==> config.mk <==
export PLATFORM = sky130hd
export DESIGN_NAME = odq_top
export DESIGN_NICKNAME = d
export VERILOG_FILES = /design/src/logic/odq_pkg.sv /design/src/logic/odq_if.sv /design/src/logic/odq_qual.sv /design/src/logic/odq_top.sv
export SDC_FILE = /design/constraint.sdc
export NUM_CORES = 1
export LEC_CHECK = 0
export ABC_AREA = 1
export ABC_CLOCK_PERIOD_IN_PS = 3200
export BUFFER_PORTS_ARGS = -buffer_cell sky130_fd_sc_hd__buf_2
export CAP_MARGIN = 30
export CORE_MARGIN = 2
export CORE_UTILIZATION = 50
export DETAILED_ROUTE_END_ITERATION = 12
export GPL_TIMING_DRIVEN = 1
export PLACE_DENSITY_LB_ADDON = 0.3
export SLEW_MARGIN = 25
export SYNTH_ARGS = -nofsm -noshare
export SYNTH_HDL_FRONTEND = slang
export SYNTH_HIERARCHICAL = 1
export SYNTH_SLANG_ARGS = --single-unit
==> constraint.sdc <==
create_clock -name i_ref_clk -period 3.2 [get_ports i_ref_clk]
set_input_delay 0.16 -clock i_ref_clk [delete_from_list [all_inputs] [get_ports i_ref_clk]]
set_output_delay 0.16 -clock i_ref_clk [all_outputs]
set_load 0.02 [all_outputs]
==> src/logic/odq_pkg.sv <==
// package: constants for the output disable request qualifier
`default_nettype none
package odq_pkg;
  localparam int          ODQ_ADDR_W      = 4;
  localparam logic [3:0]  ODQ_MODE_ADDR   = 4'h0;
  localparam logic [3:0]  ODQ_STAT_ADDR   = 4'h4;
  localparam logic [3:0]  ODQ_MASK_ADDR   = 4'h8;
  localparam logic [3:0]  ODQ_LVL_ADDR    = 4'hc;
  localparam int          ODQ_M1_LO       = 2;
  localparam int          ODQ_M2_LO       = 4;
  localparam logic [1:0]  ODQ_MODE_RST    = 2'h0;
  localparam logic [1:0]  ODQ_STAT_RST    = 2'h0;
  localparam logic [1:0]  ODQ_MASK_RST    = 2'h0;
  localparam int          ODQ_SAMPLES     = 16;
  localparam int          ODQ_DIV_A       = 8;
  localparam int          ODQ_DIV_B       = 16;
  localparam int          ODQ_DIV_C       = 128;
  localparam int          ODQ_PRE_W       = 7;
  typedef enum logic [1:0] {
    ODQ_EDGE   = 2'b00,
    ODQ_DIV8   = 2'b01,
    ODQ_DIV16  = 2'b10,
    ODQ_DIV128 = 2'b11
  } odq_mode_t;
endpackage
`default_nettype wire

==> src/logic/odq_if.sv <==
// interface: qualifier channel between top and one input qualifier
`default_nettype none
interface odq_chan_if;
  logic [1:0] mode;
  logic       tick8;
  logic       tick16;
  logic       tick128;
  logic       req_n;
  logic       accept;
  modport top (output mode, tick8, tick16, tick128, req_n, input accept);
  modport qual (input mode, tick8, tick16, tick128, req_n, output accept);
endinterface
`default_nettype wire

==> src/logic/odq_qual.sv <==
// module: qualifies one synchronised active-low request input
`default_nettype none
module odq_qual
  import odq_pkg::*;
(
  input  wire logic i_ref_clk,
  input  wire logic i_reset,
  odq_chan_if.qual  chan
);
  typedef struct packed {
    logic       prev;
    logic [4:0] cnt;
    logic       acc;
  } odq_qst_t;
  odq_qst_t st;
  odq_qst_t next_st;
  logic     tick;

  always_comb begin
    case (chan.mode)
      ODQ_DIV8:   tick = chan.tick8;
      ODQ_DIV16:  tick = chan.tick16;
      ODQ_DIV128: tick = chan.tick128;
      default:    tick = 1'b0;
    endcase
  end

  always_comb begin
    next_st      = st;
    next_st.acc  = 1'b0;
    next_st.prev = chan.req_n;
    if (chan.mode == ODQ_EDGE) begin
      next_st.cnt = 5'h0;
      next_st.acc = st.prev & ~chan.req_n;
    end else if (tick) begin
      if (chan.req_n) begin
        next_st.cnt = 5'h0;
      end else if (st.cnt == 5'(ODQ_SAMPLES - 1)) begin
        next_st.cnt = 5'h0;
        next_st.acc = 1'b1;
      end else begin
        next_st.cnt = st.cnt + 5'h1;
      end
    end
  end

  always_ff @(posedge i_ref_clk) begin
    if (i_reset) begin
      st <= '{prev: 1'b1, cnt: 5'h0, acc: 1'b0};
    end else begin
      st <= next_st;
    end
  end

  assign chan.accept = st.acc;
endmodule
`default_nettype wire

==> src/logic/odq_top.sv <==
// module: output disable request qualifier with registers and interrupt
`default_nettype none
module odq_top
  import odq_pkg::*;
(
  input  wire logic                  i_ref_clk,
  input  wire logic                  i_reset,
  input  wire logic                  i_first_disable_request_in_n,
  input  wire logic                  i_second_disable_request_in_n,
  input  wire logic [ODQ_ADDR_W-1:0] i_addr,
  input  wire logic [31:0]           i_wdata,
  input  wire logic                  i_wr,
  input  wire logic                  i_rd,
  output logic      [31:0]           o_rdata,
  output logic                       o_first_accept,
  output logic                       o_second_accept,
  output logic                       o_irq
);
  typedef struct packed {
    logic [2:0]           sync1;
    logic [2:0]           sync2;
    logic                 stab1;
    logic                 stab2;
    logic [ODQ_PRE_W-1:0] pre;
    logic                 t8;
    logic                 t16;
    logic                 t128;
    logic [1:0]           mode1;
    logic [1:0]           mode2;
    logic [1:0]           stat;
    logic [1:0]           mask;
    logic [31:0]          rdata;
    logic                 acc1;
    logic                 acc2;
    logic                 irq;
  } odq_st_t;

  odq_st_t    st;
  odq_st_t    next_st;
  odq_chan_if ch1 ();
  odq_chan_if ch2 ();

  function automatic logic div_hit(input logic [ODQ_PRE_W-1:0] p,
                                   input int d);
    // int arithmetic, since a divisor of 128 does not fit the prescaler width
    return (int'(p) % d) == (d - 1);
  endfunction

  assign ch1.mode    = st.mode1;
  assign ch1.tick8   = st.t8;
  assign ch1.tick16  = st.t16;
  assign ch1.tick128 = st.t128;
  assign ch1.req_n   = st.stab1;
  assign ch2.mode    = st.mode2;
  assign ch2.tick8   = st.t8;
  assign ch2.tick16  = st.t16;
  assign ch2.tick128 = st.t128;
  assign ch2.req_n   = st.stab2;

  odq_qual u_q1 (
    .i_ref_clk (i_ref_clk),
    .i_reset   (i_reset),
    .chan      (ch1)
  );

  odq_qual u_q2 (
    .i_ref_clk (i_ref_clk),
    .i_reset   (i_reset),
    .chan      (ch2)
  );

  always_comb begin
    logic [1:0] ev;
    ev      = {ch2.accept, ch1.accept};
    next_st = st;
    // three-stage pin synchronisers, stable level once stages 2 and 3 agree
    next_st.sync1 = {st.sync1[1:0], i_first_disable_request_in_n};
    next_st.sync2 = {st.sync2[1:0], i_second_disable_request_in_n};
    if (st.sync1[1] == st.sync1[2]) begin
      next_st.stab1 = st.sync1[2];
    end
    if (st.sync2[1] == st.sync2[2]) begin
      next_st.stab2 = st.sync2[2];
    end
    // prescaler for the sample enables
    next_st.pre  = st.pre + ODQ_PRE_W'(1);
    next_st.t8   = div_hit(st.pre, ODQ_DIV_A);
    next_st.t16  = div_hit(st.pre, ODQ_DIV_B);
    next_st.t128 = div_hit(st.pre, ODQ_DIV_C);
    // register writes
    if (i_wr) begin
      case (i_addr)
        ODQ_MODE_ADDR: begin
          next_st.mode1 = i_wdata[ODQ_M1_LO+:2];
          next_st.mode2 = i_wdata[ODQ_M2_LO+:2];
        end
        ODQ_STAT_ADDR: next_st.stat = st.stat & ~i_wdata[1:0];
        ODQ_MASK_ADDR: next_st.mask = i_wdata[1:0];
        default: ;
      endcase
    end
    // set wins over a clear in the same cycle
    next_st.stat = next_st.stat | ev;
    next_st.acc1 = ch1.accept;
    next_st.acc2 = ch2.accept;
    next_st.irq  = |(next_st.stat & next_st.mask);
    // register reads, data valid the cycle after the strobe
    next_st.rdata = 32'h0;
    if (i_rd) begin
      case (i_addr)
        ODQ_MODE_ADDR: begin
          next_st.rdata[ODQ_M1_LO+:2] = st.mode1;
          next_st.rdata[ODQ_M2_LO+:2] = st.mode2;
        end
        ODQ_STAT_ADDR: next_st.rdata[1:0] = st.stat;
        ODQ_MASK_ADDR: next_st.rdata[1:0] = st.mask;
        ODQ_LVL_ADDR:  next_st.rdata[1:0] = {st.stab2, st.stab1};
        default:       next_st.rdata = 32'h0;
      endcase
    end
  end

  always_ff @(posedge i_ref_clk) begin
    if (i_reset) begin
      st       <= '0;
      st.sync1 <= 3'h7;
      st.sync2 <= 3'h7;
      st.stab1 <= 1'b1;
      st.stab2 <= 1'b1;
      st.mode1 <= ODQ_MODE_RST;
      st.mode2 <= ODQ_MODE_RST;
      st.stat  <= ODQ_STAT_RST;
      st.mask  <= ODQ_MASK_RST;
    end else begin
      st <= next_st;
    end
  end

  assign o_rdata         = st.rdata;
  assign o_first_accept  = st.acc1;
  assign o_second_accept = st.acc2;
  assign o_irq           = st.irq;
endmodule
`default_nettype wire

[Word level (Yosys, flattened, before mapping)]
Cells that the tools add are included.
Widths: inputs -> output; s select.
Cells by class
  $add $sub $neg: 3
  eq/ne operators: 16
  muxes and demuxes: 18
  bitwise gates (word level): 10
  reductions and logical operators: 9
Operators by type and width (number)
  $mux 5: 4
  $add 5x1->5 const B: 2
  $eq 5x4->1 const B: 2
  $eq 2x2->1 const B: 4
  $eq 4x4->1 const B: 2
  $mux 1: 8
  $reduce_or 2->1: 4
  $add 7x1->7 const B: 1
  $eq 7x1->1 const B: 1
  $pmux 1 s3: 2
  $pmux 2 s3: 1
  $and 2x2->2: 2
  $eq 2x1->1 const B: 2
  $eq 4x1->1 const B: 1
  $eq 4x3->1 const B: 1
  $logic_not 2->1: 2
  $logic_not 4->1: 1
  $mux 2: 2
  $mux 4: 1
  $not 1->1: 4
  $eq 3x1->1 const B: 1
  $reduce_or 3->1: 1
  $and 1x1->1: 2
  $eq 1x1->1: 2
  other kinds (3): 3
Storage, ports and cells
  register bits after elaboration: 75
  input port bits: 42
  output and inout port bits: 35
  word-level logic and storage cells: 80

[Longest topological paths before layout]
  depth in word-level cells: 7
  depth in mapped cells: 8
  depth with buffers taken out: 7

[Cells and area by module]
The synthesis kept the hierarchy.
By module, submodules not included
  odq_top: times used 1, cells an instance 181, area an instance 1481.4 um2
  odq_qual: times used 2, cells an instance 52, area an instance 356.6 um2

[Worst setup path before layout]
No wires, ideal clock.
  path kind: register to register
  start point: register u_q1/st[1] in the netlist's numbering
  end point: register u_q1/st[1] in the netlist's numbering
  library setup time: 0.114 ns
  arrival: 0.970 ns
  data required time: 3.086 ns
  setup slack: 2.116 ns
  cell stages (with the launch flop): 7
  path buffers: 0
  period minus slack after synthesis: 1.084 ns
  cells stage by stage: dfxtp_1 ha_1 nand3_1 nor2_1 nor2_1 a21oi_1 nor2_1
On the way
  cells in the longest elaborated chain, start to end: 3
RTL lines
  start, declared: RTL line odq_qual.sv:15  | odq_qst_t st;
  start signal, assigned: RTL line odq_qual.sv:49  | st <= '{prev: 1'b1, cnt: 5'h0, acc: 1'b0};
  start signal, assigned: RTL line odq_qual.sv:51  | st <= next_st;
  $add 5x1->5 / $eq 5x4->1 (equally long branches): RTL line odq_qual.sv:42, odq_qual.sv:38
  $mux 5 *: RTL line odq_qual.sv:38  | end else if (st.cnt == 5'(ODQ_SAMPLES - 1)) begin
  $mux 5 *: RTL line odq_qual.sv:36  | if (chan.req_n) begin
Every way passes the cells marked *; elsewhere a longest branch is shown, timed or not.
A chain may end at the register's enable or synchronous reset.

[Worst setup path in the final report]
  start point: register u_q2/st[1] in the netlist's numbering
  end point: register u_q2/st[1] in the netlist's numbering
On the way
  cells in the longest elaborated chain, start to end: 3
RTL lines (RTL line)
  start, declared: odq_qual.sv:15
  start signal, assigned: odq_qual.sv:49
  start signal, assigned: odq_qual.sv:51
  $add 5x1->5 / $eq 5x4->1 (equally long branches): odq_qual.sv:42, odq_qual.sv:38
  $mux 5 *: odq_qual.sv:38
  $mux 5 *: odq_qual.sv:36
Marks and branches as above.

==> flow_results.xml <==
<?xml version="1.0" encoding="UTF-8"?>
<metrics>
  <group name="pwr">
    <metric name="power_per_cell_area" unit="nW/um2">460</metric>
    <metric name="irDropWorstVdd" unit="V">0.000352</metric>
    <metric name="power.leakage" unit="nW">1.03</metric>
    <metric name="report.power.total" unit="mW">1.06</metric>
  </group>
  <group name="cts">
    <metric name="cts_hold_repair.buffers" unit="">0</metric>
    <metric name="cts_buffer_depth" unit="">2</metric>
    <metric name="number_of_cts_inserted_buffers" unit="">5</metric>
    <metric name="post_cts.resized_instances" unit="">0</metric>
    <metric name="clk-insertion-delay-late" unit="ns">0.30</metric>
    <metric name="clock-root-buffer" unit="">sky130_fd_sc_hd__clkbuf_8</metric>
    <metric name="clkSlewWorstSetupHoldPaths" unit="ns">0.09</metric>
    <metric name="h_tree_depth" unit="">2</metric>
    <metric name="cts_setup_buffers" unit="">0</metric>
    <metric name="cts_tree" unit="">done</metric>
    <metric name="clock-sinks" unit="">49</metric>
  </group>
  <group name="detailed_routing">
    <metric name="dr_drc_count" unit="">0</metric>
    <metric name="final_antenna_net_count" unit="">0</metric>
    <metric name="detail_route.vias_per_cell" unit="">4.61</metric>
    <metric name="first_pass_detailed_route_iteration_total" unit="">4</metric>
    <metric name="drt_wl_total" unit="um">3330</metric>
    <metric name="vias" unit="">1655</metric>
    <metric name="detail_route.iter0.violations" unit="">73</metric>
    <metric name="routed_wire_length_per_instance" unit="um">9.26</metric>
  </group>
  <group name="timing">
    <metric name="min_period_over_period" unit="%">39.5</metric>
    <metric name="slew_violations" unit="">0</metric>
    <metric name="final_hold_viol_count" unit="">0</metric>
    <metric name="finalSetupViolations" unit="">0</metric>
    <metric name="final_tns_setup" unit="ns">0</metric>
    <metric name="rsz_0062_raised_after_global_routing" unit="">false</metric>
    <metric name="min_period" unit="ns">1.26</metric>
    <metric name="max_fclk" unit="GHz">0.792</metric>
    <metric name="clock_skew" unit="ns">0.00775</metric>
  </group>
  <group name="logic_synthesis">
    <metric name="synthesis.area_per_instance" unit="um2">7.70</metric>
    <metric name="async_flop_share" unit="%">0</metric>
    <metric name="yosysSeqAreaShare" unit="%">44.7</metric>
    <metric name="yosys_warnings" unit="">6</metric>
    <metric name="syn-cell-area" unit="um2">2190</metric>
    <metric name="synth-main-ff-cell" unit="">sky130_fd_sc_hd__dfxtp_1</metric>
    <metric name="ys_seq_elements" unit="">49</metric>
    <metric name="synth-edff-count" unit="">0</metric>
    <metric name="synth_cell_type_count" unit="">21</metric>
    <metric name="netlist_instances" unit="">285</metric>
  </group>
  <group name="floorplanning">
    <metric name="die_w" unit="um">70.3</metric>
    <metric name="pin_count" unit="">77</metric>
    <metric name="dieArea" unit="um2">4940</metric>
    <metric name="die_height" unit="um">70.3</metric>
    <metric name="initial_core_util" unit="%">51.1</metric>
    <metric name="num_rows" unit="">24</metric>
    <metric name="core" unit="um2">4290</metric>
  </group>
  <group name="placement">
    <metric name="post-place-cells" unit="">351</metric>
    <metric name="portBuffers" unit="">24</metric>
    <metric name="hpwl_after_dpl" unit="um">2480</metric>
    <metric name="place.gp.congestion" unit="">0.820</metric>
  </group>
  <group name="worst_setup_path">
    <metric name="critical_path.n_buffers_inverters" unit="">0</metric>
    <metric name="cp.required" unit="ns">3.40</metric>
    <metric name="cp.arrival" unit="ns">1.47</metric>
    <metric name="crit_slowest_cell" unit="">sky130_fd_sc_hd__dfxtp_1</metric>
    <metric name="slowest_delay" unit="ns">0.42</metric>
    <metric name="critical_path.cell_chain" unit="">ha_1, nand3_1, nor2_1, nor2_1, a21oi_1, nor2_1</metric>
    <metric name="worst_path_most_repeated_cell" unit="">sky130_fd_sc_hd__nor2_1</metric>
    <metric name="cp_top_family" unit="">flip-flops</metric>
    <metric name="timing.critical_path.fanout_max" unit="">5</metric>
    <metric name="critPathCaptureType" unit="">flop</metric>
    <metric name="critical_path_class" unit="">flop to flop</metric>
    <metric name="worstSetupStartpointType" unit="">flop</metric>
  </group>
  <group name="layout">
    <metric name="final_cells" unit="">359</metric>
    <metric name="flow.area_growth_from_synthesis" unit="%">5.19</metric>
    <metric name="antenna_cells_inserted" unit="">0</metric>
    <metric name="final_layout_size_suffix_gt1_share" unit="%">16.0</metric>
    <metric name="nNetsFinal" unit="">352</metric>
    <metric name="layout_commonest_cell" unit="">sky130_fd_sc_hd__dfxtp_1</metric>
    <metric name="layout_common_cells" unit="">sky130_fd_sc_hd__dfxtp_1, sky130_fd_sc_hd__nand2_1, sky130_fd_sc_hd__nand3_1, sky130_fd_sc_hd__inv_1, sky130_fd_sc_hd__nor2_1</metric>
  </group>
  <group name="grt">
    <metric name="grt_start_max_net_pins" unit="">29</metric>
    <metric name="vias_in_the_first_global_route" unit="">1503</metric>
    <metric name="grt_use_total" unit="%">15.2</metric>
    <metric name="grt_first_pass_wirelength" unit="um">6100</metric>
    <metric name="grt_antenna_before_repair" unit="">0</metric>
    <metric name="grt_remaining_overflow" unit="">0</metric>
  </group>
  <group name="hold_path">
    <metric name="hold_path_class" unit="">input port to flop</metric>
  </group>
  <group name="run_status">
    <metric name="run_status" unit="">finished, final reports clean</metric>
  </group>
  <group name="run">
    <metric name="timing.max_cap.violations" unit="">0</metric>
  </group>
</metrics>
[synthesized netlist by cell type (4+ instances only)]
cell	number	share of area, %
sky130_fd_sc_hd__dfxtp_1	49	45
sky130_fd_sc_hd__nand2_1	44	7.5
sky130_fd_sc_hd__nand3_1	33	7.5
sky130_fd_sc_hd__buf_4	32	11
sky130_fd_sc_hd__inv_1	32	5.5
sky130_fd_sc_hd__nor2_1	30	5.1
sky130_fd_sc_hd__a21oi_1	23	5.2
sky130_fd_sc_hd__o21ai_0	11	2.5
sky130_fd_sc_hd__or2_2	8	2.3
sky130_fd_sc_hd__ha_1	4	2.3
sky130_fd_sc_hd__nand4_1	4	1.1
[worst reg2reg max path: cells and delay by family (launching register included)]
kind / cells / cell delay (ns)
AO/OA/AOI/OAI: 1 / 0.13
adder cells (fa/ha/maj): 1 / 0.21
flip-flops: 1 / 0.42
AND/OR/NAND/NOR: 4 / 0.39
[state kept, by name, indices dropped and copies added, names as in the netlist, 2 cells and up]
name      cells
ch2.mode      2
ch1.mode      2
o_rdata       6
u_q2/st       6
u_q1/st       6
st           13
next_st       4
[report_power, final]
group	switching, mW	internal, mW	total, mW
clock network	0.209	0.159	0.369
registers	0.00465	0.617	0.622
logic	0.0545	0.0173	0.0718
[kinds of logic after synthesis]
logic type / Yosys count / share of synthesized area [%]
DFF: 49 / 44.7
and+or+nand+nor: 127 / 27.2
AOI/OAI and AO/OA: 34 / 7.75
buffers and inverters: 70 / 17.9
other: 1 / 0.171
adders and majority gates: 4 / 2.28
[metal layers]
metal,GRT usage (%),share of wire [%],up-vias
li1,-,-,893
met1,18.5,48,706
met2,26.2,45,54
met3,3.90,6.3,2
met4,5.13,0.75,0
met5,0,0,-
[per-stage QoR]
step	util, %	worst slack (ns)	hold WS (ns)	instance area (um2)
CTS	53.8	1.96	0.0209	2310
global placement	51.6	1.95	0.341	2210
global route	53.8	1.84	0.0372	2310
floorplan	-	2.12	0.229	2290
detailed placement	51.6	1.94	0.344	2210
finish	53.8	1.94	0.0328	2310
[area by class of cell]
cell class                      instances  area [um2]
Clock buffer                            5        68.8
Clock inverter                          3        25.0
Fill cell                             428        1990
Inverter                               35         134
Multi-Input combinational cell        191         915
Sequential cell                        49         981
Tap cell                               52        65.1
Timing Repair Buffer                   24         120
[worst paths after layout]
| check | cells after the start | slack (ns) | start | endpoint |
|---|---|---|---|---|
| worst min-delay path | 2 | 0.03 | i_first_disable_request_in_n | next_st[59]$_SDFF_PP1_ |
| worst max-delay path | 6 | 1.94 | u_q2/st[1]$_SDFFE_PP0P_ | u_q2/st[1]$_SDFFE_PP0P_ |
| worst min register to register | 1 | 0.42 | next_st[56]$_SDFF_PP1_ | next_st[57]$_SDFF_PP1_ |
| worst max register to register | 6 | 1.94 | u_q2/st[1]$_SDFFE_PP0P_ | u_q2/st[1]$_SDFFE_PP0P_ |
No activity file was read; power rests on OpenSTA's default activity.
